**config.mk**
```make
export PLATFORM = sky130hd
export DESIGN_NAME = uohc_top
export DESIGN_NICKNAME = d
export VERILOG_FILES = /design/src/uohc_pkg.sv /design/src/uohc_reg_if.sv /design/src/uohc_top.sv /design/src/uohc_ahb_slave.sv /design/src/uohc_sleep_pin.sv
export VERILOG_INCLUDE_DIRS = /design/src
export SDC_FILE = /design/constraint.sdc
export NUM_CORES = 1
export LEC_CHECK = 0
export BUFFER_PORTS_ARGS = -buffer_cell sky130_fd_sc_hd__buf_4
export CAP_MARGIN = 30
export CORE_ASPECT_RATIO = 2
export CORE_MARGIN = 1
export CORE_UTILIZATION = 43
export CTS_CLUSTER_SIZE = 24
export DETAILED_ROUTE_END_ITERATION = 8
export PLACE_DENSITY = 0.71
export SYNTH_ARGS = -nofsm -noshare
export SYNTH_HDL_FRONTEND = slang
export SYNTH_SLANG_ARGS = --single-unit
```
**constraint.sdc**
```tcl
create_clock -name SYS_CLK_IN -period 3.1 [get_ports SYS_CLK_IN]
set_clock_uncertainty 0.1 [all_clocks]
set_input_delay 0.62 -clock SYS_CLK_IN [delete_from_list [all_inputs] [get_ports SYS_CLK_IN]]
set_output_delay 0.62 -clock SYS_CLK_IN [all_outputs]
set_load 0.01 [all_outputs]
```
**src/uohc_consts.svh**
```systemverilog
// register map, field positions and reset values of the configuration block
// assumes inclusion by the package, the checker and the bench, one copy per compile
`ifndef UOHC_CONSTS_SVH
`define UOHC_CONSTS_SVH

// ==========================================================================
// register byte offsets (decode uses the low address bits)
`define UOHC_ADDR_W 12
`define UOHC_CFG_OFFSET 12'h000
`define UOHC_STAT_OFFSET 12'h004
`define UOHC_WAKE_OFFSET 12'h008

// ==========================================================================
// hardware_configuration fields
`define UOHC_SLEEP_OFF_BIT 15
`define UOHC_LOW_POWER_BIT 14
`define UOHC_PULLDOWN_BIT 13
`define UOHC_CFG_RESET 3'h0

// ==========================================================================
// status register fields
`define UOHC_ST_HC_PIN_BIT 0
`define UOHC_ST_DC_PIN_BIT 1
`define UOHC_ST_HC_SUSP_BIT 2
`define UOHC_ST_DC_SUSP_BIT 3
`define UOHC_ST_LOW_PWR_BIT 4
`define UOHC_ST_PULLDOWN_BIT 5
`define UOHC_ST_PIN_OFF_BIT 6

// ==========================================================================
// wake event counter register fields
`define UOHC_CNT_W 8
`define UOHC_WK_HC_LSB 0
`define UOHC_WK_DC_LSB 8
`define UOHC_WK_IGN_LSB 16
`define UOHC_CNT_RESET 8'h00

`endif

```
**src/uohc_pkg.sv**
```systemverilog
// types and the register decode shared by the bus slave and the register bank
// assumes uohc_consts.svh sits in the same folder
package uohc_pkg;
`include "uohc_consts.svh"

    typedef logic [`UOHC_ADDR_W-1:0] uohc_addr_t;
    typedef logic [31:0] uohc_word_t;

    typedef enum logic [1:0] {
        UOHC_REG_CFG = 2'b00,
        UOHC_REG_STAT = 2'b01,
        UOHC_REG_WAKE = 2'b10,
        UOHC_REG_NONE = 2'b11
    } uohc_reg_e;

    typedef enum logic [1:0] {
        UOHC_PH_IDLE = 2'b00,
        UOHC_PH_WRITE = 2'b01,
        UOHC_PH_READ = 2'b10
    } uohc_phase_e;

    function automatic uohc_reg_e uohc_decode(input uohc_addr_t addr);
        uohc_reg_e sel;
        sel = UOHC_REG_NONE;
        if (addr == `UOHC_CFG_OFFSET) begin
            sel = UOHC_REG_CFG;
        end else if (addr == `UOHC_STAT_OFFSET) begin
            sel = UOHC_REG_STAT;
        end else if (addr == `UOHC_WAKE_OFFSET) begin
            sel = UOHC_REG_WAKE;
        end
        return sel;
    endfunction
endpackage

```
**src/uohc_reg_if.sv**
```systemverilog
// register access path between the bus slave and the register bank
// assumes one slave and one bank on the same clock
`timescale 1ns/1ps
interface uohc_reg_if;
    import uohc_pkg::*;
    logic wr_en;
    uohc_addr_t wr_addr;
    uohc_word_t wr_data;
    uohc_addr_t rd_addr;
    uohc_word_t rd_data;

    modport slave (output wr_en, output wr_addr, output wr_data, output rd_addr,
        input rd_data);
    modport bank (input wr_en, input wr_addr, input wr_data, input rd_addr,
        output rd_data);
endinterface

```
**src/uohc_top.sv**
```systemverilog
// hardware configuration bank, upper bits: sleep pin disable, transceiver
// low power in suspend, port-2 pull-down connect
// assumes an ahb-lite master on SYS_CLK_IN and pad logic on the pin ports
//
// Functional notes
// - Setting bit 15 turns off the sleep pin function of both controllers.
// - While that function is off both sleep pins are driven high steadily.
// - While that function is off a low on either sleep pin wakes nobody.
// - Setting bit 14 puts the transceiver in low power while it is suspended.
// - Bit 13 connects (1) or disconnects (0) both port-2 line pull-downs.
// - Port 2 is always a host port, so its pull-down control is unconditional.
`timescale 1ns/1ps
module uohc_top
    import uohc_pkg::*;
(
    input wire logic SYS_CLK_IN,
    input wire logic RST_N_IN,
    input wire logic HSEL_IN,
    input wire logic [31:0] HADDR_IN,
    input wire logic [1:0] HTRANS_IN,
    input wire logic HWRITE_IN,
    input wire logic [2:0] HSIZE_IN,
    input wire logic HREADY_IN,
    input wire logic [31:0] HWDATA_IN,
    output logic [31:0] HRDATA_OUT,
    output logic HREADYOUT_OUT,
    output logic HRESP_OUT,
    input wire logic HC_SUSPEND_IN,
    input wire logic DC_SUSPEND_IN,
    input wire logic TRX_SUSPEND_IN,
    input wire logic HC_SLEEP_PIN_IN,
    output logic HC_SLEEP_PIN_OUT,
    output logic HC_SLEEP_PIN_OE_OUT,
    input wire logic DC_SLEEP_PIN_IN,
    output logic DC_SLEEP_PIN_OUT,
    output logic DC_SLEEP_PIN_OE_OUT,
    output logic HC_WAKE_OUT,
    output logic DC_WAKE_OUT,
    output logic TRX_LOW_POWER_OUT,
    output logic PORT2_MINUS_PULLDOWN_OUT,
    output logic PORT2_PLUS_PULLDOWN_OUT
);
    localparam int CW = `UOHC_CNT_W;
    localparam logic [2:0] CFG_RST = `UOHC_CFG_RESET;

    uohc_reg_if bus ();

    logic sleep_pin_function_off;
    logic transceiver_low_power;
    logic port2_pulldown_connect;
    logic next_sleep_pin_function_off;
    logic next_transceiver_low_power;
    logic next_port2_pulldown_connect;

    logic [CW-1:0] hc_wake_cnt;
    logic [CW-1:0] dc_wake_cnt;
    logic [CW-1:0] ignored_cnt;
    logic [CW-1:0] next_hc_wake_cnt;
    logic [CW-1:0] next_dc_wake_cnt;
    logic [CW-1:0] next_ignored_cnt;

    logic hc_level;
    logic dc_level;
    logic hc_wake;
    logic dc_wake;
    logic hc_ignored;
    logic dc_ignored;
    logic wr_cfg;
    logic wr_wake;
    logic [1:0] ignored_pair;
    uohc_word_t status_word;
    uohc_word_t next_cfg_word;
    uohc_word_t next_wake_word;

    // HSIZE_IN is not decoded: only whole-word transfers are supported
    // ======================================================================
    // bus slave
    uohc_ahb_slave u_slave (
        .clk_in(SYS_CLK_IN),
        .rst_n_in(RST_N_IN),
        .hsel_in(HSEL_IN),
        .haddr_in(HADDR_IN),
        .htrans_in(HTRANS_IN),
        .hwrite_in(HWRITE_IN),
        .hready_in(HREADY_IN),
        .hwdata_in(HWDATA_IN),
        .hrdata_out(HRDATA_OUT),
        .hreadyout_out(HREADYOUT_OUT),
        .hresp_out(HRESP_OUT),
        .bus(bus.slave)
    );

    // ======================================================================
    // write decode
    assign wr_cfg = bus.wr_en && (uohc_decode(bus.wr_addr) == UOHC_REG_CFG);
    assign wr_wake = bus.wr_en && (uohc_decode(bus.wr_addr) == UOHC_REG_WAKE);

    // ======================================================================
    // hardware_configuration
    always_comb begin
        next_sleep_pin_function_off = sleep_pin_function_off;
        next_transceiver_low_power = transceiver_low_power;
        next_port2_pulldown_connect = port2_pulldown_connect;
        if (wr_cfg) begin
            next_sleep_pin_function_off = bus.wr_data[`UOHC_SLEEP_OFF_BIT];
            next_transceiver_low_power = bus.wr_data[`UOHC_LOW_POWER_BIT];
            next_port2_pulldown_connect = bus.wr_data[`UOHC_PULLDOWN_BIT];
        end
    end

    always_ff @(posedge SYS_CLK_IN) begin
        if (!RST_N_IN) begin
            sleep_pin_function_off <= CFG_RST[2];
            transceiver_low_power <= CFG_RST[1];
            port2_pulldown_connect <= CFG_RST[0];
        end else begin
            sleep_pin_function_off <= next_sleep_pin_function_off;
            transceiver_low_power <= next_transceiver_low_power;
            port2_pulldown_connect <= next_port2_pulldown_connect;
        end
    end

    // ======================================================================
    // sleep pins of both controllers share the one disable bit
    uohc_sleep_pin u_hc_pin (
        .clk_in(SYS_CLK_IN),
        .rst_n_in(RST_N_IN),
        .func_off_in(sleep_pin_function_off),
        .suspend_in(HC_SUSPEND_IN),
        .pin_in(HC_SLEEP_PIN_IN),
        .pin_out(HC_SLEEP_PIN_OUT),
        .pin_oe_out(HC_SLEEP_PIN_OE_OUT),
        .level_out(hc_level),
        .wake_out(hc_wake),
        .ignored_out(hc_ignored)
    );

    uohc_sleep_pin u_dc_pin (
        .clk_in(SYS_CLK_IN),
        .rst_n_in(RST_N_IN),
        .func_off_in(sleep_pin_function_off),
        .suspend_in(DC_SUSPEND_IN),
        .pin_in(DC_SLEEP_PIN_IN),
        .pin_out(DC_SLEEP_PIN_OUT),
        .pin_oe_out(DC_SLEEP_PIN_OE_OUT),
        .level_out(dc_level),
        .wake_out(dc_wake),
        .ignored_out(dc_ignored)
    );

    // pin module drives high with enable set whenever the function is off
    // and gates its wake pulse with the same bit
    assign HC_WAKE_OUT = hc_wake;
    assign DC_WAKE_OUT = dc_wake;

    // ======================================================================
    // transceiver and port-2 pads
    always_ff @(posedge SYS_CLK_IN) begin
        if (!RST_N_IN) begin
            TRX_LOW_POWER_OUT <= 1'b0;
        end else begin
            TRX_LOW_POWER_OUT <= transceiver_low_power & TRX_SUSPEND_IN;
        end
    end

    // no role input gates this: port 2 never changes role
    always_ff @(posedge SYS_CLK_IN) begin
        if (!RST_N_IN) begin
            PORT2_MINUS_PULLDOWN_OUT <= 1'b0;
            PORT2_PLUS_PULLDOWN_OUT <= 1'b0;
        end else begin
            PORT2_MINUS_PULLDOWN_OUT <= port2_pulldown_connect;
            PORT2_PLUS_PULLDOWN_OUT <= port2_pulldown_connect;
        end
    end

    // ======================================================================
    // wake event counters; a write to the wake register clears them, a same-cycle event
    // still counts so nothing is lost
    function automatic logic [CW-1:0] sat_step(input logic [CW-1:0] cnt,
        input logic clr, input logic [1:0] inc);
        logic [CW:0] sum;
        logic [CW-1:0] base;
        base = clr ? `UOHC_CNT_RESET : cnt;
        sum = {1'b0, base} + {{(CW-1){1'b0}}, inc};
        // saturate rather than wrap so a busy pin never reads as quiet
        return sum[CW] ? {CW{1'b1}} : sum[CW-1:0];
    endfunction

    assign ignored_pair = {1'b0, hc_ignored} + {1'b0, dc_ignored};

    always_comb begin
        next_hc_wake_cnt = sat_step(hc_wake_cnt, wr_wake, {1'b0, hc_wake});
        next_dc_wake_cnt = sat_step(dc_wake_cnt, wr_wake, {1'b0, dc_wake});
        next_ignored_cnt = sat_step(ignored_cnt, wr_wake, ignored_pair);
    end

    always_ff @(posedge SYS_CLK_IN) begin
        if (!RST_N_IN) begin
            hc_wake_cnt <= `UOHC_CNT_RESET;
            dc_wake_cnt <= `UOHC_CNT_RESET;
            ignored_cnt <= `UOHC_CNT_RESET;
        end else begin
            hc_wake_cnt <= next_hc_wake_cnt;
            dc_wake_cnt <= next_dc_wake_cnt;
            ignored_cnt <= next_ignored_cnt;
        end
    end

    // ======================================================================
    // read side; configuration and wake words built from next values so a
    // back-to-back read after a write returns the new contents
    always_comb begin
        next_cfg_word = 32'h00000000;
        next_cfg_word[`UOHC_SLEEP_OFF_BIT] = next_sleep_pin_function_off;
        next_cfg_word[`UOHC_LOW_POWER_BIT] = next_transceiver_low_power;
        next_cfg_word[`UOHC_PULLDOWN_BIT] = next_port2_pulldown_connect;
    end

    always_comb begin
        status_word = 32'h00000000;
        status_word[`UOHC_ST_HC_PIN_BIT] = hc_level;
        status_word[`UOHC_ST_DC_PIN_BIT] = dc_level;
        status_word[`UOHC_ST_HC_SUSP_BIT] = HC_SUSPEND_IN;
        status_word[`UOHC_ST_DC_SUSP_BIT] = DC_SUSPEND_IN;
        status_word[`UOHC_ST_LOW_PWR_BIT] = TRX_LOW_POWER_OUT;
        status_word[`UOHC_ST_PULLDOWN_BIT] = PORT2_PLUS_PULLDOWN_OUT;
        status_word[`UOHC_ST_PIN_OFF_BIT] = sleep_pin_function_off;
    end

    always_comb begin
        next_wake_word = 32'h00000000;
        next_wake_word[`UOHC_WK_HC_LSB +: CW] = next_hc_wake_cnt;
        next_wake_word[`UOHC_WK_DC_LSB +: CW] = next_dc_wake_cnt;
        next_wake_word[`UOHC_WK_IGN_LSB +: CW] = next_ignored_cnt;
    end

    always_comb begin
        unique case (uohc_decode(bus.rd_addr))
            UOHC_REG_CFG: bus.rd_data = next_cfg_word;
            UOHC_REG_STAT: bus.rd_data = status_word;
            UOHC_REG_WAKE: bus.rd_data = next_wake_word;
            UOHC_REG_NONE: bus.rd_data = 32'h00000000;
        endcase
    end
endmodule

```
**src/uohc_ahb_slave.sv**
```systemverilog
// ahb-lite slave: zero wait states, always okay, registered read data
// assumes it is the only slave, so its hreadyout is the bus hready
`timescale 1ns/1ps
module uohc_ahb_slave
    import uohc_pkg::*;
(
    input wire logic clk_in,
    input wire logic rst_n_in,
    input wire logic hsel_in,
    input wire logic [31:0] haddr_in,
    input wire logic [1:0] htrans_in,
    input wire logic hwrite_in,
    input wire logic hready_in,
    input wire logic [31:0] hwdata_in,
    output logic [31:0] hrdata_out,
    output logic hreadyout_out,
    output logic hresp_out,
    uohc_reg_if.slave bus
);
    uohc_phase_e phase;
    uohc_addr_t addr_q;
    logic accept;

    // ======================================================================
    // address phase
    assign accept = hsel_in & htrans_in[1] & hready_in;

    always_ff @(posedge clk_in) begin
        if (!rst_n_in) begin
            phase <= UOHC_PH_IDLE;
        end else if (accept) begin
            phase <= hwrite_in ? UOHC_PH_WRITE : UOHC_PH_READ;
        end else begin
            phase <= UOHC_PH_IDLE;
        end
    end

    always_ff @(posedge clk_in) begin
        if (!rst_n_in) begin
            addr_q <= '0;
        end else if (accept) begin
            addr_q <= haddr_in[`UOHC_ADDR_W-1:0];
        end
    end

    // ======================================================================
    // data phase; a write commits at the end of its data phase
    assign bus.wr_en = (phase == UOHC_PH_WRITE);
    assign bus.wr_addr = addr_q;
    assign bus.wr_data = hwdata_in;
    assign bus.rd_addr = haddr_in[`UOHC_ADDR_W-1:0];

    // read data is sampled at the address edge, cfg and wake words from the bank's next values,
    // so a read right behind a write already sees the written value
    always_ff @(posedge clk_in) begin
        if (!rst_n_in) begin
            hrdata_out <= 32'h00000000;
        end else if (accept && !hwrite_in) begin
            hrdata_out <= bus.rd_data;
        end else begin
            hrdata_out <= 32'h00000000;
        end
    end

    always_ff @(posedge clk_in) begin
        if (!rst_n_in) begin
            hreadyout_out <= 1'b1;
            hresp_out <= 1'b0;
        end else begin
            hreadyout_out <= 1'b1;
            hresp_out <= 1'b0;
        end
    end
endmodule

```
**src/uohc_sleep_pin.sv**
```systemverilog
// one suspend/wakeup pin: drive, synchronise, detect wake requests
// assumes an external pull-up on the pin while it is released
`timescale 1ns/1ps
module uohc_sleep_pin (
    input wire logic clk_in,
    input wire logic rst_n_in,
    input wire logic func_off_in,
    input wire logic suspend_in,
    input wire logic pin_in,
    output logic pin_out,
    output logic pin_oe_out,
    output logic level_out,
    output logic wake_out,
    output logic ignored_out
);
    logic sync1;
    logic sync2;
    logic level_prev;
    logic fall;

    // ======================================================================
    // pad drive
    always_ff @(posedge clk_in) begin
        if (!rst_n_in) begin
            pin_out <= 1'b1;
            pin_oe_out <= 1'b1;
        end else if (func_off_in) begin
            pin_out <= 1'b1;
            pin_oe_out <= 1'b1;
        end else begin
            // released in suspend so the far side can pull it low
            pin_out <= ~suspend_in;
            pin_oe_out <= ~suspend_in;
        end
    end

    // ======================================================================
    // input sampling
    always_ff @(posedge clk_in) begin
        if (!rst_n_in) begin
            sync1 <= 1'b1;
            sync2 <= 1'b1;
            level_prev <= 1'b1;
        end else begin
            sync1 <= pin_in;
            sync2 <= sync1;
            level_prev <= sync2;
        end
    end

    assign level_out = sync2;
    assign fall = level_prev & ~sync2;

    always_ff @(posedge clk_in) begin
        if (!rst_n_in) begin
            wake_out <= 1'b0;
            ignored_out <= 1'b0;
        end else begin
            wake_out <= fall & suspend_in & ~func_off_in;
            ignored_out <= fall & func_off_in;
        end
    end
endmodule

```
# Yosys cells after proc, flatten, opt, wreduce, memory -nomap -nowiden

Index checks and enable logic that the tools add are counted.
W data, S select, Z words.

Div/mod/pow operators: 0
Multiply operators: 0
Reduce and logical (&&, ||, !) cells: 11
Muxes and demuxes: 17
Add/sub/neg operators: 4
Equal/unequal tests: 9
$lt $le $gt $ge: 0
Shift-type cells: 0
Bitwise operators: 17

Operator list:

| kind                  | count |
|---|---|
| $pmux W32 S4          | 1 |
| $mux W8               | 6 |
| $eq A12 B3 Y1 const B | 2 |
| $eq A12 B4 Y1 const B | 2 |
| $logic_not A12 Y1     | 2 |
| $add A8 B1 Y9         | 2 |
| $and A1 B1 Y1         | 11 |
| $mux W2               | 5 |
| $add A8 B2 Y9         | 1 |
| $eq A2 B2 Y1 const B  | 3 |
| $not A1 Y1            | 6 |
| $mux W1               | 5 |
| $eq A2 B1 Y1 const B  | 2 |
| $logic_not A2 Y1      | 2 |
| $reduce_and A2 Y1     | 2 |
| $logic_and A1 B1 Y1   | 3 |
| $add A1 B1 Y2         | 1 |
| $reduce_or A2 Y1      | 1 |
| $logic_not A1 Y1      | 1 |

ROM bits: 0
Input bits: 79
Latch bits: 0
RAM bits: 0
Memories kept: 0
Output and inout bits: 43
Register bits after elaboration: 87
Word-level logic and storage cells: 81

# Depth between registers and ports, before layout

Gate-level depths: netlist of the first run.

Depth after elaboration: 10
Gate-level depth with buffers: 12
Mapped depth without buffers: 10

# Hierarchy

Synthesis of the first run repeated with hierarchy kept, for this count alone.

Cells, all modules: 459
Area total of the unflattened synthesis: 3920.0 um^2

Modules (own cells, without submodules):

| module         | seq. area each (um^2) | times used | area each (um^2) | cells an instance |
|---|---|---|---|---|
| uohc_ahb_slave | 920.9                 | 1          | 1868.0           | 213 |
| uohc_top       | 580.6                 | 1          | 1689.1           | 220 |
| uohc_sleep_pin | 120.1                 | 2          | 181.4            | 13 |

# Worst setup path after synthesis of the first run

OpenSTA, ideal clock, no wires.

Kind: reg-to-reg
From: reg u_slave.addr_q[5] (netlist: u_slave.bus.wr_addr[5])
To: reg u_slave.hrdata_out[3]
Data arrival time: 3037 ps
Path slack: -154 ps
Period minus slack after synthesis: 3254 ps
Library setup time: 117 ps
Data required time: 2883 ps
Buffers on the path: 2
Stages on the path, launching flop included: 12
Path through: dfxtp_1 -> or4_4 -> or4_1 -> buf_2 -> buf_2 -> and2_1 -> ha_1 -> ha_1 -> and3_1 -> and4_1 -> o21bai_1 -> a32o_1

Longest elaborated chain between the ends: 10
Elaborated cells on any way between the ends: 12
Classes of those cells: 1 x add/sub; 3 x eq/ne; 6 x mux; 2 x reduce/logical

RTL lines:

| element                 | line                 | RTL |
|---|---|---|
| start, declared         | uohc_ahb_slave.sv:21 | `uohc_addr_t addr_q;` |
| start signal, assigned  | uohc_ahb_slave.sv:42 | `` addr_q <= haddr_in[`UOHC_ADDR_W-1:0]; `` |
| $eq A12 B4 Y1 (no line) | -                    |  |
| $mux W1                 | uohc_pkg.sv:29       | `` end else if (addr == `UOHC_WAKE_OFFSET) begin `` |
| $mux W2                 | uohc_pkg.sv:27       | `` end else if (addr == `UOHC_STAT_OFFSET) begin `` |
| $mux W2 (*)             | uohc_pkg.sv:25       | `` if (addr == `UOHC_CFG_OFFSET) begin `` |
| $eq A2 B2 Y1 (*)        | uohc_top.sv:96       | `assign wr_wake = bus.wr_en && (uohc_decode(bus.wr_addr) == UOHC_REG_WAKE);` |
| $logic_and A1 B1 Y1 (*) | uohc_top.sv:96       |  |
| $mux W8 (*)             | uohc_top.sv:184      | `` base = clr ? `UOHC_CNT_RESET : cnt; `` |
| $add A8 B1 Y9 (*)       | uohc_top.sv:185      | `sum = {1'b0, base} + {{(CW-1){1'b0}}, inc};` |
| $mux W8 (*)             | uohc_top.sv:187      | `return sum[CW] ? {CW{1'b1}} : sum[CW-1:0];` |
| $pmux W32 S4 (*)        | uohc_top.sv:239      | `unique case (uohc_decode(bus.rd_addr))` |
| end signal, assigned    | uohc_ahb_slave.sv:59 | `hrdata_out <= bus.rd_data;` |
| end, declared           | uohc_ahb_slave.sv:15 | `output logic [31:0] hrdata_out,` |

Mark *: on every way between the ends. The rest lies on a longest branch, timed or not. The select of a mux whose other input is x is not followed.
A chain may end at the register's enable or synchronous reset.

# Worst setup path in the final report of the first run

Ends and elaborated chain as after synthesis.

==> results.cfg, run 1 <==
[placed_design]
place.gp.congestion = 0.7654
dpl_worst_slack_ns = 0.01030
io_buffers = 58
dp_cells = 467
dpl.hpwl_um = 4879

[sta]
timing.setup.tns_ns = 0
setup_viol = 0
slew_headroom = 0.6458
layout_setup_ws_ns = 0.08739
drv_slew = 0
fin_hold_ws_ns = 0.3050
finalCritPeriodShare = 0.9718
period_needed_ns = 3.013
rsz0062_at_grt = false
timing.fmax_mhz = 331.9
worstMarginPinSlew_ns = 0.5272
hold_violations = 0

[cts]
clk_latency_ns = 0.34
tritoncts.num_buffers = 9
cts_tree = done
htree_levels = 3
path_clk_slew_ns = 0.06
clk_path_buf_depth = 2
root_buffer = clkbuf_16
postCtsHoldBufs = 0
clock-sinks = 79

[layout]
drive_gt1_frac = 0.2658
antenna_cells = 0
final_core_util = 0.5674
regArea_mm2 = 0.001582
layoutNonFillerInstCount = 485
fill_cells = 642
multi_input_area_mm2 = 0.001379
final_common_cell = dfxtp_1
area_delta_synth_final_pct = 28.84
final_cell_mix = dfxtp_1 (79), buf_4 (66), nor2_1 (44), nand2_1 (32), a21oi_1 (22)
nets = 475

[global_route]
track_usage = 0.2006
grt_pass1_vias = 2411
overflow = 0
grt_pass1_wl_um = 10630
antenna_found_initial = 0
grt_max_degree = 26

[critical_path]
crit_type = flop to flop
regToRegEndpoint = u_slave.hrdata_out[3]
cp-endpoint = u_slave.hrdata_out[3]
crit_start = u_slave.bus.wr_addr[5]
arrival_ns = 3.14
reg2regPathDepth = 9
reg2reg_from = u_slave.bus.wr_addr[5]
crit_required_ns = 3.22
regToRegSetupSlack_ns = 0.09
cp-end-kind = flop
start_kind = flop
critical_path.max_fanout = 6

[detailed_routing]
drt_iter0_markers = 118
routedWlPerCell_um = 13.66
vias = 2509
drt_wl_total_um = 6627
drc = 0
drt-vias-per-instance = 5.173
dr.pass1.iters = 5
ant_nets = 0

[die]
rows = 43
dieArea_mm2 = 0.007413
fp.dieW_um = 61.39
coreArea_mm2 = 0.006887
pin_count = 122
die_h_um = 120.8
start_util = 0.4404

[pwr]
share_seq_of_total_power = 0.473
power_density_mw_per_mm2 = 558.9
netSwitchingPower_w = 0.0004491
p_sw_frac = 0.2056
ir_worst_vdd_v = 0.0004254
pwr-share-clk = 0.486
power_leakage_nw = 1.640
internal_power_w = 0.001735
p_comb_frac = 0.041

[min_path]
worstHoldStart = u_dc_pin.sync1
min_path_type = flop to flop

[logic_synthesis]
synth.top_cell.area_share = 0.5215
synth_top_area_cell = dfxtp_1
synth.cell_area_mm2 = 0.003033
synth_edf_count = 0
synth_ff_type = dfxtp_1
ys_seq_area_frac = 0.5215
async_flop_share = 0
synthTopCellsByArea = dfxtp_1 (52%), nor2_1 (5.4%), nand2_1 (4.1%), a21oi_1 (3.6%), mux2i_1 (3.3%)
postSynthAreaPerCell_um2 = 9.247
synth_cells = 328
synth-seq-cells = 79
ys_types = 48
yosys_warnings = 0

[job]
cap_violations = 0

[outcome]
status = complete, no violations
==> through the flow <==
stage	area [um2]	power, W
6_report	3908	0.002184
5_1_grt	3908	0.002266
4_1_cts	3852	0.002200
3_5_place_dp	3543	0.001144
3_3_place_gp	3543	0.001143
2_1_floorplan	3099	0.001107
==> Yosys cell counts, types with 2 or more instances <==
cell       instances
a21o_1             2
a21oi_1           22
a2bb2o_1           2
a31o_2             2
a32o_1             2
and2_1             8
and3_1             6
and4_1             4
buf_2              4
buf_4             13
clkbuf_1           7
conb_1             2
dfxtp_1           79
ha_1               5
inv_1              4
mux2i_1           10
nand2_1           33
nand2b_1          14
nand3_1           12
nand4_1            7
nor2_1            44
nor2b_1            2
nor3_1             7
nor4_1             2
o21ai_0            5
o22ai_1            3
o2bb2ai_1          2
o41ai_1            2
or3_1              2
or4_1              2
or4_4              2
==> area by class of cell <==
class,count,share of cell area
Multi-Input combinational cell,228,0.3529
Sequential cell,79,0.4047
Inverter,5,0.004803
Timing Repair Buffer,67,0.1297
Clock inverter,5,0.01441
Clock buffer,11,0.06468
Tap cell,90,0.02882
==> registers in the layout, summed over array words and instances, names as in the netlist, 2 cells and up <==
signal and flops:
dc_wake_cnt 8, ignored_cnt 8, u_slave.phase 2, u_slave.hrdata_out 24, u_slave.bus.wr_addr 12, hc_wake_cnt 8
==> critical path, stage by stage, from the launching register on <==
cell and delay [ns]:
dfxtp_1 0.31, or4_4 0.54, or4_4 0.61, and2_4 0.18
ha_2 0.19, ha_4 0.16, and3_4 0.19, and4_4 0.19
o21bai_1 0.18, a32o_1 0.24
==> power groups by stage <==
stage | registers [W] | logic, W | clock network, W
final | 0.00103 | 0.0000895 | 0.00106
after global routing | 0.00103 | 0.0000993 | 0.00113
after CTS | 0.00103 | 0.0000898 | 0.00108
after detailed placement | 0.00105 | 0.0000893 | 0
after global placement | 0.00105 | 0.0000887 | 0
after floorplan | 0.00105 | 0.0000530 | 0
==> cell families after synthesis <==
group,after synthesis,synth area share
other cells,2,0.002476
mux,10,0.03300
compound gates,48,0.1015
flops,79,0.5215
simple gates,153,0.2578
fa+ha+maj,6,0.02723
buf+inv,29,0.05363
xor+xnor,1,0.002888
==> routing by layer <==
layer / vias up / global-route usage / wire length [um]
met5: - / 0 / 0
met4: 0 / 0.1208 / 227
met3: 16 / 0.06203 / 318
met2: 82 / 0.3505 / 3749
met1: 1174 / 0.1937 / 2331
li1: 1237 / - / -
==> worst min-delay path by stage <==
stage                               to  slack, ns  cells after the start
global route        u_dc_pin.level_out       0.33                      1
global placement    u_dc_pin.level_out       0.29                      1
detailed placement  u_dc_pin.level_out       0.29                      1
finish              u_dc_pin.level_out       0.30                      1
CTS                 u_dc_pin.level_out       0.31                      1
floorplan           u_dc_pin.level_out       0.29                      1
==> timing repair <==
item / CTS / global route
setup endpoints to repair: 0 / 14
setup buffers: 0 / 2
gates resized for setup: 0 / 11
No activity file was read; power rests on OpenSTA's default activity.
==> inputs of run 2 (changes only) <==
--- a/config.mk
+++ b/config.mk
@@ -8,12 +8,14 @@
 export LEC_CHECK = 0
 export BUFFER_PORTS_ARGS = -buffer_cell sky130_fd_sc_hd__buf_4
 export CAP_MARGIN = 30
+export CELL_PAD_IN_SITES_DETAIL_PLACEMENT = 1
+export CELL_PAD_IN_SITES_GLOBAL_PLACEMENT = 1
 export CORE_ASPECT_RATIO = 2
 export CORE_MARGIN = 1
-export CORE_UTILIZATION = 43
+export CORE_UTILIZATION = 31
 export CTS_CLUSTER_SIZE = 24
 export DETAILED_ROUTE_END_ITERATION = 8
-export PLACE_DENSITY = 0.71
+export PLACE_DENSITY = 0.7
 export SYNTH_ARGS = -nofsm -noshare
 export SYNTH_HDL_FRONTEND = slang
 export SYNTH_SLANG_ARGS = --single-unit
==> run 2 against run 1 <==
Against the previous run:
- core utilization is 14 points lower
- setup slack worse by 0.027 ns
- global-route usage is 3.7 points lower
- worst hold slack better by 0.0067 ns
- die area is 38% higher
- via count is 0.96% higher
==> results.cfg, run 2 (same netlist as run 1, synthesis figures left out) <==
[outcome]
status = complete, no violations

[sta]
finalCritPeriodShare = 0.9807
fin_hold_ws_ns = 0.3117
hold_violations = 0
period_needed_ns = 3.040
worstMarginPinSlew_ns = 0.5359
setup_viol = 0
slew_headroom = 0.6400
timing.setup.tns_ns = 0
timing.fmax_mhz = 328.9
drv_slew = 0
rsz0062_at_grt = false

[die]
pin_count = 122
fp.dieW_um = 71.94
rows = 50
coreArea_mm2 = 0.009447
dieArea_mm2 = 0.01021
die_h_um = 141.9
start_util = 0.3211

[pwr]
ir_worst_vdd_v = 0.0003283
power_density_mw_per_mm2 = 601.8
power_leakage_nw = 1.668
finalPower_w = 0.002416

[detailed_routing]
routedWlPerCell_um = 14.81
ant_nets = 0
dr.pass1.iters = 4
vias = 2533
drt-vias-per-instance = 4.825
drt_wl_total_um = 7776
drc = 0
drt_iter0_markers = 72

[critical_path]
slowest_delay_ns = 0.62
critical_path.max_fanout = 6
critPathMostFrequentCell = or4_4
crit_required_ns = 3.22
arrival_ns = 3.16
cp_cell_sequence = or4_4 > or4_4 > buf_4 > and2_1 > ha_4 > and3_4 > and4_4 > o21bai_2 > a32o_1
start_kind = flop
cpLargestDelayFamily = simple AND/OR/NAND/NOR gates
crit_buf_inv = 1
cp_slowest_cell = or4_4
cp-end-kind = flop
crit_type = flop to flop

[cts]
ctsResizeCount = 0
tritoncts.num_buffers = 9
post_cts_buffers = 0
clock-sinks = 79
clk_path_buf_depth = 2
postCtsHoldBufs = 0
path_clk_slew_ns = 0.06
htree_levels = 3
clk_latency_ns = 0.34
cts_tree = done
root_buffer = clkbuf_16

[job]
cap_violations = 0

[global_route]
grt_pass1_wl_um = 12390
grt_pass1_vias = 2559
overflow = 0
grt_max_degree = 26
antenna_found_initial = 0
track_usage = 0.1634

[layout]
antenna_cells = 0
final_common_cell = dfxtp_1
drive_gt1_frac = 0.2684
nets = 475
area_delta_synth_final_pct = 32.38
stdcell_area_mm2 = 0.004015
final_cell_mix = dfxtp_1 (78), buf_4 (67), nor2_1 (44), nand2_1 (33), a21oi_1 (22)
largest_register_ffs = 24
largest-register = u_slave.hrdata_out

[min_path]
min_path_type = flop to flop

[placed_design]
io_buffers = 58
dpl.hpwl_um = 5845
place.gp.congestion = 0.7950
place_area_mm2 = 0.003608
==> run 2: changes by cell type in the layout (fill, tap and decap cells not counted), sizes merged <==
cell	change
clkinv	-1
clkbuf	-2
bufinv	+3
==> run 2: power by group <==
part	switching, W	total (W)	internal [W]
registers	0.00000583	0.00103	0.00103
clock network	0.000419	0.00129	0.000870
logic	0.0000505	0.0000945	0.0000440
total	0.000475	0.00242	0.00194
==> run 2: worst paths after layout <==
path                                              from                    end  slack [ns]  cells past startpoint
worst max-delay path            u_slave.bus.wr_addr[5]  u_slave.hrdata_out[3]        0.06                      9
worst min-delay path                    u_dc_pin.sync1     u_dc_pin.level_out        0.31                      1
worst max register to register  u_slave.bus.wr_addr[5]  u_slave.hrdata_out[3]        0.06                      9
worst min register to register          u_dc_pin.sync1     u_dc_pin.level_out        0.31                      1
==> run 2: worst reg2reg max path, stage by stage, from the launching register on <==
cell and delay, ns:
dfxtp_2 0.33, or4_4 0.54, or4_4 0.62, buf_4 0.20, and2_1 0.18, ha_4 0.16
and3_4 0.19, and4_4 0.19, o21bai_2 0.20, a32o_1 0.23
==> run 2: per-stage QoR <==
stage	util	worst slack, ns	instances
5_1_grt	0.4250	0.001957	525
6_report	0.4250	0.05995	525
3_3_place_gp	0.3820	0.04511	509
3_5_place_dp	0.3820	0.01782	509
4_1_cts	0.4212	0.001158	525
2_1_floorplan	-	0.006661	336
==> run 2: per-layer routing <==
layer	global-route usage	vias up	wire, um
li1	-	1239	-
met1	0.1504	1231	2685
met2	0.3178	52	4626
met3	0.04474	11	271
met4	0.07740	0	193
met5	0	-	0
==> run 2: cell type report <==
type / instances / area, um2
Multi-Input combinational cell: 228 / 1378
Sequential cell: 79 / 1583
Inverter: 5 / 18.77
Clock inverter: 7 / 145.1
Fill cell: 1103 / 5431
Tap cell: 130 / 162.7
Clock buffer: 9 / 225.2
Timing Repair Buffer: 67 / 503.0
